File: config.mk
export PLATFORM = sky130hd
export DESIGN_NAME = pll_clock_synth_control
export DESIGN_NICKNAME = d
export VERILOG_FILES = /design/src/pll_ctl_pkg.sv /design/src/pll_clock_synth_control.sv
export VERILOG_INCLUDE_DIRS = /design/src
export SDC_FILE = /design/constraint.sdc
export NUM_CORES = 1
export LEC_CHECK = 0
export ABC_AREA = 0
export BUFFER_PORTS_ARGS = -buffer_cell sky130_fd_sc_hd__buf_2
export CAP_MARGIN = 20
export CORE_MARGIN = 3
export CORE_UTILIZATION = 35
export DETAILED_ROUTE_END_ITERATION = 8
export PLACE_DENSITY = 0.59
export RECOVER_POWER = 100
export SETUP_SLACK_MARGIN = 0.02
export SLEW_MARGIN = 20
export SYNTH_ARGS = -nofsm -noshare
export SYNTH_HDL_FRONTEND = slang
export SYNTH_SLANG_ARGS = --single-unit
File: constraint.sdc
create_clock -name core_clk_i -period 3.4 [get_ports core_clk_i]
set_input_delay 0.17 -clock core_clk_i [delete_from_list [all_inputs] [get_ports core_clk_i]]
set_output_delay 0.17 -clock core_clk_i [all_outputs]
set_load 0.02 [all_outputs]
File: src/pll_ctl_cfg.svh
// constants for the synthesizer and bus-clock control block
// assumes byte registers reached over a plain strobe port
`ifndef PLL_CTL_CFG_SVH
`define PLL_CTL_CFG_SVH

// ============================================================
// register offsets
`define PLL_CONTROL_OFFSET 8'h2e
`define SYNTH_MULTIPLIER_OFFSET 8'h2f

// ============================================================
// pll_control field positions
`define POWER_ON_BIT 7
`define BUS_SRC_BIT 6
`define SELF_BW_BIT 5
`define HIGH_BW_BIT 4
`define FILTER_TEST_BIT 3
`define MODULE_SRC_BIT 2
`define LOCK_BIT 1
`define WAIT_SLOW_BIT 0

// ============================================================
// synth_multiplier field positions
`define TAPS_MSB 7
`define TAPS_LSB 6
`define MODULUS_MSB 5
`define MODULUS_LSB 0

// ============================================================
// reset values
`define PLL_CONTROL_RESET 8'ha8
`define SYNTH_MULTIPLIER_RESET 8'h0b
`define TAPS_RESET 2'h0
`define MODULUS_RESET 6'h0b
`define IDLE_MODULUS 6'h00

`endif

File: src/pll_ctl_pkg.sv
// types shared by the synthesizer control block
// assumes the constants header is included by the design file
package pll_ctl_pkg;

  // ============================================================
  // power state of the synthesizer loop
  typedef enum logic [1:0] {
    LOOP_OFF = 2'b00,
    LOOP_RUN = 2'b01,
    LOOP_IDLE = 2'b10
  } loop_state_type;

endpackage

File: src/pll_clock_synth_control.sv
// control logic for the frequency synthesizer and bus-clock select
// assumes the analog loop, its lock and near-target detectors and the
// glitch-free clock multiplexers sit outside and follow the selects here
//
// The address-and-strobe port was chosen for this implementation.
`timescale 1ns/1ps
`include "pll_ctl_cfg.svh"

module pll_clock_synth_control #(
  parameter int NUM_RX = 3
) (
  input wire logic core_clk_i,
  input wire logic rstn_i,
  input wire logic [7:0] addr_i,
  input wire logic [7:0] wr_data_i,
  input wire logic wr_en_i,
  input wire logic rd_en_i,
  output logic [7:0] rd_data_o,
  input wire logic test_mode_i,
  input wire logic lock_raw_i,
  input wire logic near_target_raw_i,
  input wire logic wait_entry_i,
  input wire logic irq_i,
  input wire logic [NUM_RX-1:0] receiver_active_flag_i,
  input wire logic [NUM_RX-1:0] receiver_enable_bit_i,
  output logic synth_run_o,
  output logic synth_idle_o,
  output logic bus_src_vco_o,
  output logic module_src_quad_o,
  output logic high_bw_drive_o,
  output logic low_bw_drive_o,
  output logic filter_test_o,
  output logic [1:0] prescale_taps_o,
  output logic [5:0] loop_modulus_o
);

  // ============================================================
  // elaboration checks
  if (NUM_RX < 1 || NUM_RX > 8) begin : g_bad_rx
    $error("NUM_RX must lie between 1 and 8");
  end

  // ============================================================
  // state
  logic [2:0] lock_sync;
  logic [2:0] near_sync;
  logic lock_flag;
  logic near_flag;
  logic pll_power_on;
  logic bus_clock_source_sel;
  logic bandwidth_self_select;
  logic bandwidth_high_sel;
  logic loop_filter_test;
  logic module_clock_sel;
  logic wait_slowdown_enable;
  logic idle;
  logic [1:0] prescale_taps;
  logic [5:0] loop_modulus;
  pll_ctl_pkg::loop_state_type loop_state;
  // packed control default, split into its bits at reset
  localparam logic [7:0] CTL_RST = `PLL_CONTROL_RESET;

  // ============================================================
  // pin synchronisers: three stages, a change counts once 2 and 3 agree
  always_ff @(posedge core_clk_i) begin
    if (!rstn_i) begin
      lock_sync <= 3'h0;
      near_sync <= 3'h0;
    end else begin
      lock_sync <= {lock_sync[1:0], lock_raw_i};
      near_sync <= {near_sync[1:0], near_target_raw_i};
    end
  end

  // filtered levels hold their value while stages 2 and 3 disagree
  always_ff @(posedge core_clk_i) begin
    if (!rstn_i) begin
      lock_flag <= 1'b0;
      near_flag <= 1'b0;
    end else begin
      if (lock_sync[1] == lock_sync[2]) begin
        lock_flag <= lock_sync[2];
      end
      if (near_sync[1] == near_sync[2]) begin
        near_flag <= near_sync[2];
      end
    end
  end

  // ============================================================
  // register decode
  wire ctl_hit = (addr_i == `PLL_CONTROL_OFFSET);
  wire mul_hit = (addr_i == `SYNTH_MULTIPLIER_OFFSET);
  wire ctl_wr = wr_en_i && ctl_hit;
  wire mul_wr = wr_en_i && mul_hit;

  // ============================================================
  // wake and wait events
  // a disabled receiver is masked so its activity flag cannot wake us
  wire [NUM_RX-1:0] rx_wake = receiver_active_flag_i & receiver_enable_bit_i;
  wire wake = irq_i || (|rx_wake);
  // the cpu raises wait_entry_i only after it has stacked its registers
  wire wait_go = wait_entry_i && wait_slowdown_enable && !wake;

  // ============================================================
  // interlocked next values for power and bus source
  // the select is judged against the power bit already stored, so
  // enabling and switching over always take two separate writes
  wire wr_bus_sel = wr_data_i[`BUS_SRC_BIT] && pll_power_on;
  wire next_bus_clock_source_sel = wait_go ? 1'b0 :
    (ctl_wr ? wr_bus_sel : bus_clock_source_sel);
  // power stays on while the bus is, or is about to be, fed by it
  wire next_pll_power_on = ctl_wr ?
    (wr_data_i[`POWER_ON_BIT] || bus_clock_source_sel || wr_bus_sel) :
    pll_power_on;

  // ============================================================
  // bandwidth control
  wire next_self = ctl_wr ? wr_data_i[`SELF_BW_BIT] : bandwidth_self_select;
  // in self mode the bit becomes status: high until near target
  wire auto_bw = pll_power_on && !idle && !near_flag;
  wire next_bandwidth_high_sel = bandwidth_self_select ? auto_bw :
    (ctl_wr ? wr_data_i[`HIGH_BW_BIT] : bandwidth_high_sel);
  // filter test is forced while in self mode, writable only in test mode
  wire next_loop_filter_test = next_self ? 1'b1 :
    ((ctl_wr && test_mode_i) ? wr_data_i[`FILTER_TEST_BIT] : loop_filter_test);

  // ============================================================
  // idle handling: wake has priority over a coincident wait entry
  wire next_idle = wake ? 1'b0 : (wait_go ? 1'b1 : idle);

  // ============================================================
  // control register
  always_ff @(posedge core_clk_i) begin
    if (!rstn_i) begin
      pll_power_on <= CTL_RST[`POWER_ON_BIT];
      bus_clock_source_sel <= CTL_RST[`BUS_SRC_BIT];
      bandwidth_self_select <= CTL_RST[`SELF_BW_BIT];
      bandwidth_high_sel <= CTL_RST[`HIGH_BW_BIT];
      loop_filter_test <= CTL_RST[`FILTER_TEST_BIT];
      module_clock_sel <= CTL_RST[`MODULE_SRC_BIT];
      wait_slowdown_enable <= CTL_RST[`WAIT_SLOW_BIT];
    end else begin
      pll_power_on <= next_pll_power_on;
      bus_clock_source_sel <= next_bus_clock_source_sel;
      bandwidth_self_select <= next_self;
      bandwidth_high_sel <= next_bandwidth_high_sel;
      loop_filter_test <= next_loop_filter_test;
      if (ctl_wr) begin
        module_clock_sel <= wr_data_i[`MODULE_SRC_BIT];
        wait_slowdown_enable <= wr_data_i[`WAIT_SLOW_BIT];
      end
    end
  end

  // idle state; a reset always leaves the loop at its programmed rate
  always_ff @(posedge core_clk_i) begin
    if (!rstn_i) begin
      idle <= 1'b0;
    end else begin
      idle <= next_idle;
    end
  end

  // ============================================================
  // multiplier register: factor is 2*(modulus+1)*2^taps
  always_ff @(posedge core_clk_i) begin
    if (!rstn_i) begin
      prescale_taps <= `TAPS_RESET;
      loop_modulus <= `MODULUS_RESET;
    end else if (mul_wr) begin
      prescale_taps <= wr_data_i[`TAPS_MSB:`TAPS_LSB];
      loop_modulus <= wr_data_i[`MODULUS_MSB:`MODULUS_LSB];
    end
  end

  // ============================================================
  // loop state, derived for outputs
  wire lock_view = lock_flag;
  always_comb begin
    loop_state = pll_ctl_pkg::LOOP_OFF;
    if (pll_power_on) begin
      loop_state = idle ? pll_ctl_pkg::LOOP_IDLE : pll_ctl_pkg::LOOP_RUN;
    end
  end

  // ============================================================
  // read data; lock bit comes from status, writes never touch it
  wire [7:0] ctl_view = {pll_power_on, bus_clock_source_sel, bandwidth_self_select,
    bandwidth_high_sel, loop_filter_test, module_clock_sel, lock_view,
    wait_slowdown_enable};
  wire [7:0] mul_view = {prescale_taps, loop_modulus};
  wire [7:0] next_rd_data = !rd_en_i ? 8'h00 :
    (ctl_hit ? ctl_view : (mul_hit ? mul_view : 8'h00));

  // ============================================================
  // registered outputs
  // the bus select only steers an external glitch-free mux, which
  // hands over within 1.5 crystal plus 1.5 oscillator cycles
  always_ff @(posedge core_clk_i) begin
    if (!rstn_i) begin
      rd_data_o <= 8'h00;
      synth_run_o <= 1'b0;
      synth_idle_o <= 1'b0;
      bus_src_vco_o <= 1'b0;
      module_src_quad_o <= 1'b0;
      high_bw_drive_o <= 1'b0;
      low_bw_drive_o <= 1'b0;
      filter_test_o <= 1'b0;
      prescale_taps_o <= `TAPS_RESET;
      loop_modulus_o <= `MODULUS_RESET;
    end else begin
      rd_data_o <= next_rd_data;
      synth_run_o <= (loop_state != pll_ctl_pkg::LOOP_OFF);
      synth_idle_o <= (loop_state == pll_ctl_pkg::LOOP_IDLE);
      bus_src_vco_o <= bus_clock_source_sel;
      module_src_quad_o <= module_clock_sel;
      high_bw_drive_o <= bandwidth_high_sel;
      low_bw_drive_o <= 1'b1;
      filter_test_o <= loop_filter_test;
      prescale_taps_o <= prescale_taps;
      loop_modulus_o <= idle ? `IDLE_MODULUS : loop_modulus;
    end
  end

  // ============================================================
  // assertions
  // interlock and bandwidth properties watch the stored control bits
  a_power_held_busy: assert property (@(posedge core_clk_i) disable iff (!rstn_i)
    bus_clock_source_sel |=> pll_power_on)
    else $error("synthesizer powered off while feeding the bus");

  a_select_needs_power: assert property (@(posedge core_clk_i) disable iff (!rstn_i)
    (ctl_wr && !pll_power_on) |=> !bus_clock_source_sel)
    else $error("bus select taken while synthesizer off");

  a_bus_mux_follow: assert property (@(posedge core_clk_i) disable iff (!rstn_i)
    $changed(bus_clock_source_sel) |=> (bus_src_vco_o == $past(bus_clock_source_sel)))
    else $error("bus source output did not follow select");

  a_power_no_switch: assert property (@(posedge core_clk_i) disable iff (!rstn_i)
    $rose(pll_power_on) && !$past(bus_clock_source_sel) |-> !bus_clock_source_sel)
    else $error("power-on switched the bus clock");

  a_manual_bw_write: assert property (@(posedge core_clk_i) disable iff (!rstn_i)
    (ctl_wr && !bandwidth_self_select) |=>
    (bandwidth_high_sel == $past(wr_data_i[`HIGH_BW_BIT])))
    else $error("manual bandwidth write lost");

  a_auto_bw_status: assert property (@(posedge core_clk_i) disable iff (!rstn_i)
    (bandwidth_self_select && pll_power_on && !idle && !near_flag) |=> bandwidth_high_sel)
    else $error("self mode did not hold high bandwidth at start-up");

  a_self_bw_clear: assert property (@(posedge core_clk_i) disable iff (!rstn_i)
    (bandwidth_self_select && (near_flag || !pll_power_on)) |=> !bandwidth_high_sel)
    else $error("self mode kept high bandwidth near target");

  a_filter_forced: assert property (@(posedge core_clk_i) disable iff (!rstn_i)
    bandwidth_self_select |-> loop_filter_test)
    else $error("filter test clear in self mode");

  a_filter_test_only: assert property (@(posedge core_clk_i) disable iff (!rstn_i)
    (!test_mode_i && !next_self) |=> $stable(loop_filter_test))
    else $error("filter test changed outside test mode");

  a_wait_idles: assert property (@(posedge core_clk_i) disable iff (!rstn_i)
    wait_go |=> (idle && !bus_clock_source_sel) ##1 (loop_modulus_o == 6'h00 || !idle))
    else $error("wait entry did not idle the synthesizer");

  a_wait_ignored: assert property (@(posedge core_clk_i) disable iff (!rstn_i)
    (wait_entry_i && !wait_slowdown_enable && !idle) |=> !idle)
    else $error("wait entry idled the synthesizer with slowdown off");

  a_wake_resumes: assert property (@(posedge core_clk_i) disable iff (!rstn_i)
    wake |=> !idle ##1 (loop_modulus_o == $past(loop_modulus)))
    else $error("wake event did not resume programmed rate");

  a_wake_beats_wait: assert property (@(posedge core_clk_i) disable iff (!rstn_i)
    (wait_entry_i && irq_i) |=> !idle)
    else $error("wait entry won over a coincident interrupt");

  a_disabled_rx: assert property (@(posedge core_clk_i) disable iff (!rstn_i)
    (idle && !irq_i && ((receiver_active_flag_i & receiver_enable_bit_i) == {NUM_RX{1'b0}}))
    |=> idle)
    else $error("idle left without an enabled receiver or interrupt");

  a_lock_read_only: assert property (@(posedge core_clk_i) disable iff (!rstn_i)
    (rd_en_i && ctl_hit) |=> (rd_data_o[`LOCK_BIT] == $past(lock_flag)))
    else $error("lock bit read does not show status");

  a_low_bw_on: assert property (@(posedge core_clk_i) disable iff (!rstn_i)
    rstn_i ##1 rstn_i |-> low_bw_drive_o)
    else $error("low bandwidth driver off");

  a_reset_values: assert property (@(posedge core_clk_i)
    !rstn_i |=> (ctl_view[7:2] == 6'h2a && ctl_view[0] == 1'b0 && mul_view == 8'h0b))
    else $error("reset defaults wrong");

  // ============================================================
  // assertions: status, outputs and register bus
  // each output register except the modulus, the idle output (idle gated by power), the low drive and the read data must mirror its stored bit one edge later
  a_lock_follows: assert property (@(posedge core_clk_i) disable iff (!rstn_i)
    (lock_sync[1] == lock_sync[2]) |=> (lock_flag == $past(lock_sync[2])))
    else $error("lock flag missed an agreed detector level");

  a_lock_holds: assert property (@(posedge core_clk_i) disable iff (!rstn_i)
    (lock_sync[1] != lock_sync[2]) |=> $stable(lock_flag))
    else $error("lock flag moved while the stages disagreed");

  a_run_follows: assert property (@(posedge core_clk_i) disable iff (!rstn_i)
    rstn_i ##1 rstn_i |-> (synth_run_o == $past(pll_power_on)))
    else $error("run output does not follow the power bit");

  a_idle_out: assert property (@(posedge core_clk_i) disable iff (!rstn_i)
    rstn_i ##1 rstn_i |-> (synth_idle_o == ($past(pll_power_on) && $past(idle))))
    else $error("idle output does not follow the idle state");

  a_bus_src_out: assert property (@(posedge core_clk_i) disable iff (!rstn_i)
    rstn_i ##1 rstn_i |-> (bus_src_vco_o == $past(bus_clock_source_sel)))
    else $error("bus source output stale");

  a_module_src_out: assert property (@(posedge core_clk_i) disable iff (!rstn_i)
    rstn_i ##1 rstn_i |-> (module_src_quad_o == $past(module_clock_sel)))
    else $error("module source output stale");

  a_high_drive_out: assert property (@(posedge core_clk_i) disable iff (!rstn_i)
    rstn_i ##1 rstn_i |-> (high_bw_drive_o == $past(bandwidth_high_sel)))
    else $error("high bandwidth driver does not follow its bit");

  a_filter_out: assert property (@(posedge core_clk_i) disable iff (!rstn_i)
    rstn_i ##1 rstn_i |-> (filter_test_o == $past(loop_filter_test)))
    else $error("filter test output stale");

  a_taps_out: assert property (@(posedge core_clk_i) disable iff (!rstn_i)
    rstn_i ##1 rstn_i |-> (prescale_taps_o == $past(prescale_taps)))
    else $error("prescale taps output stale");

  a_taps_write: assert property (@(posedge core_clk_i) disable iff (!rstn_i)
    mul_wr |=> (prescale_taps == $past(wr_data_i[`TAPS_MSB:`TAPS_LSB])))
    else $error("prescale taps write lost");

  a_modulus_write: assert property (@(posedge core_clk_i) disable iff (!rstn_i)
    mul_wr |=> (loop_modulus == $past(wr_data_i[`MODULUS_MSB:`MODULUS_LSB])))
    else $error("loop modulus write lost");

  a_modulus_kept: assert property (@(posedge core_clk_i) disable iff (!rstn_i)
    !mul_wr |=> $stable(loop_modulus))
    else $error("loop modulus changed without a write");

  a_rd_data_zero: assert property (@(posedge core_clk_i) disable iff (!rstn_i)
    !rd_en_i |=> (rd_data_o == 8'h00))
    else $error("read data left standing without a read");

  a_unmapped_rd: assert property (@(posedge core_clk_i) disable iff (!rstn_i)
    (rd_en_i && !ctl_hit && !mul_hit) |=> (rd_data_o == 8'h00))
    else $error("unmapped read returned data");

endmodule

==> impl_summary.txt <==
----------------------------------------------------
[Run status]
  Result of the run ... finished, final reports clean

[Synth]
  Syn avg cell area ... 10.3 um2
  Part of the Yosys area used for sequential elements ... 0.559
  Cells after synthesis ... 163
  Top cells by area, synth ... dfxtp_1 (56%), and2_1 (6.3%), nand3_1 (3.9%)
  Netlist cell types ... 27
  Flip-flop and latch count after synthesis ... 47
  Yosys synthesis warning count ... 0
  Post-synth design cell area ... 0.00168 mm2
  Top-area cell type share of the netlist area ... 0.559
  Synthesized net count ... 194
  Area leader, netlist ... dfxtp_1

[STA]
  Achievable frequency ... 0.535 GHz
  Period utilisation layout ... 0.549
  Slew at the pin closest to its max-slew limit ... 1330 ps
  Final Max Slew Viols ... 0
  Final WS setup ... 1530 ps
  Setup Skew ... 8.38 ps
  Post-Route Setup TNS ... 0 ps
  Clock period minus final worst setup slack ... 1870 ps
  Number of hold-slack violations in the final timing report ... 0
  Setup repair after global routing missed its margin ... false
  Relative max-transition margin ... 0.113
  Final setup violation count ... 0

[Critical path]
  Crit path arrival time ... 2090 ps
  Cell with the largest stage delay on the worst path ... nor4b_1
  Startpoint type of the worst setup path ... input port
  Critical path class ... in2reg
  Data required time at the worst endpoint ... 3620 ps
  Slack of the worst reg-to-reg path ... 2380 ps
  Length in cells of the worst reg-to-reg path ... 3
  Endpoint of the worst register-to-register path ... loop_filter_test$_SDFFE_PP1P_
  Worst-path maximum fanout ... 16
  Critical Path Max Stage Delay ... 800 ps
  Capturing element type of the critical path ... register
  Crit path cell chain ... buf_2, nor4b_1, and3_1, nand3_1, a21boi_0
  Reg2reg start ... loop_filter_test$_SDFFE_PP1P_

[Clock tree]
  Clk Latency, worst-skew pair ... 300 ps
  Clock root buffer master ... clkbuf_8
  # hold bufs at CTS ... 0
  Bufs on Longest Clock Path ... 2
  Reg clk slew, reported paths ... 80 ps
  CTS H-tree lvls ... 2
  Resized cells post-CTS ... 0
  TritonCTS clock tree ... yes
  Clock tree sinks ... 47
  Post-CTS Setup Inserts ... 0
  Number of CTS-inserted buffers ... 5

[Power and ir drop]
  Peak supply drop ... 0.160 mV
  Leakage power ... 0.818 nW
  Cell area power density ... 506 mW/mm2

[Min path]
  Worst hold path stage count ... 2
  Hold crit path type ... in2reg
  Hold Crit Endpoint ... near_sync[0]$_SDFF_PN0_
  Startpoint of the worst hold path ... near_target_raw_i

[Job]
  Max-cap violations ... 0

[GRT]
  Pin count of the biggest net entering global routing ... 39
  GRT Total Usage ... 0.128
  Number of antenna violations at the first check in global routing ... 0
  Via count of the first global-routing pass ... 1107
  Grt ovf ... 0
  First-pass GRT wire length ... 5290 um

[Floorplanning]
  Placeable core area ... 0.00450 mm2
  Chip height ... 75.3 um
  Starting density of the core ... 0.374
  Number of rows created at floorplan ... 24
  Area of the die ... 0.00568 mm2
  I/O pin count ... 54
  Die X ... 75.3 um

[Routing]
  Drt initial violations ... 77
  Count of TritonRoute iterations in the first routing pass ... 4
  Antenna-violating nets left ... 0
  WL per Instance ... 12.8 um
  Remaining design rule violation count ... 0
  Overall routed net length ... 3440 um
  Drt via density ... 4.73
  Number of vias after detailed routing ... 1268

[Layout]
  Layout net count ... 246
  Area overhead of the layout relative to synthesis ... 20.1%
  Most used cells in the layout excluding fill and tap cells ... dfxtp_1 (47), buf_2 (29), clkbuf_1 (24)
  Post-route standard cell area excluding fillers ... 0.00202 mm2
  Most common cell after layout, fill and taps aside ... dfxtp_1
  Fill cells ... 458
  Antenna fix cells ... 0
  Share of cells above drive strength 1 ... 0.199

[Placement]
  Cell area after placement ... 0.00195 mm2
  Placer congestion estimate ... 0.681
  Port bufs ... 53
  Dpl ws ... 1700 ps
  Total half-perimeter wirelength after legalization and detailed placement ... 2390 um

----------------------------------------------------
## power breakdown
part / switching, W / internal [W] / total (W) / leakage [nW]
Clock: 0.000178 / 0.000238 / 0.000416 / 0.0612
Combinational: 0.0000277 / 0.0000207 / 0.0000485 / 0.375
Sequential: 0.00000230 / 0.000556 / 0.000559 / 0.382
Total: 0.000208 / 0.000815 / 0.00102 / 0.818
## cell usage after synthesis
library cell	number
a21oi_1	4
buf_4	1
nor2b_1	4
o211ai_1	1
buf_12	1
nor4b_4	1
o21ai_1	1
inv_1	5
nor3_1	1
nor2_1	8
clkbuf_1	4
nand4_1	1
a2111oi_4	1
mux2i_1	3
and2_1	17
a22oi_2	2
a22oi_1	7
dfxtp_1	47
a21boi_0	7
and3_1	3
nand4_4	1
and4_2	2
buf_6	2
nor3b_1	2
nand3_1	13
o21ai_0	9
nand2_1	15
## state kept, by name, indices dropped and copies added, names as in the netlist, 2 cells and up
register	count
near_sync	3
loop_modulus	6
loop_modulus_o	6
prescale_taps	2
rd_data_o	8
prescale_taps_o	2
lock_sync	3
## routing by layer
layer | wire [um] | global-route usage | vias up
met5 | 0 | 0 | -
met4 | 74 | 0.0641 | 0
met1 | 1630 | 0.167 | 558
met3 | 231 | 0.0409 | 6
li1 | - | - | 659
met2 | 1510 | 0.191 | 45
## area by class of cell
cell class              count  area, um2  area share
flip-flops and latches     47        941       0.466
well taps                  52       65.1      0.0322
clock buffers               6       82.6      0.0409
inverters                   5       18.8     0.00929
multi-input cells         103        643       0.318
clock inverters             2       35.0      0.0173
repair buffers             53        235       0.116
## through the flow
| stage | cells | power [W] | hold slack, ps | utilization |
|---|---|---|---|---|
| detailed placement | 260 | 0.000623 | 381 | 0.433 |
| finish | 268 | 0.00102 | 80.2 | 0.449 |
| CTS | 268 | 0.00104 | 72.0 | 0.459 |
| global placement | 260 | 0.000623 | 381 | 0.433 |
| global route | 268 | 0.00107 | 78.7 | 0.449 |
| floorplan | 163 | 0.000596 | 198 | - |
## logic make-up after synthesis
| group | share of synthesized area |
|---|---|
| and+or+nand+nor | 0.233 |
| muxes | 0.0178 |
| AOI/OAI and AO/OA | 0.140 |
| buffers and inverters | 0.0498 |
| DFF | 0.559 |
## how the worst max path moves through the flow
stage | end | from
after CTS | loop_modulus[4]$_SDFFE_PN0P_ | addr_i[7]
after global routing | loop_modulus[2]$_SDFFE_PN0P_ | addr_i[7]
after floorplan | loop_filter_test$_SDFFE_PP1P_ | addr_i[7]
after detailed placement | loop_modulus[4]$_SDFFE_PN0P_ | addr_i[7]
after global placement | prescale_taps[1]$_SDFFE_PN0P_ | addr_i[7]
final | loop_modulus[4]$_SDFFE_PN0P_ | addr_i[7]
## critical path: cells and delay by family
family          cells  cell delay (ps)
simple gates        3             1650
compound gates      1              170
buf+inv             1              100
Note: power is estimated with default switching activity, not from simulation.
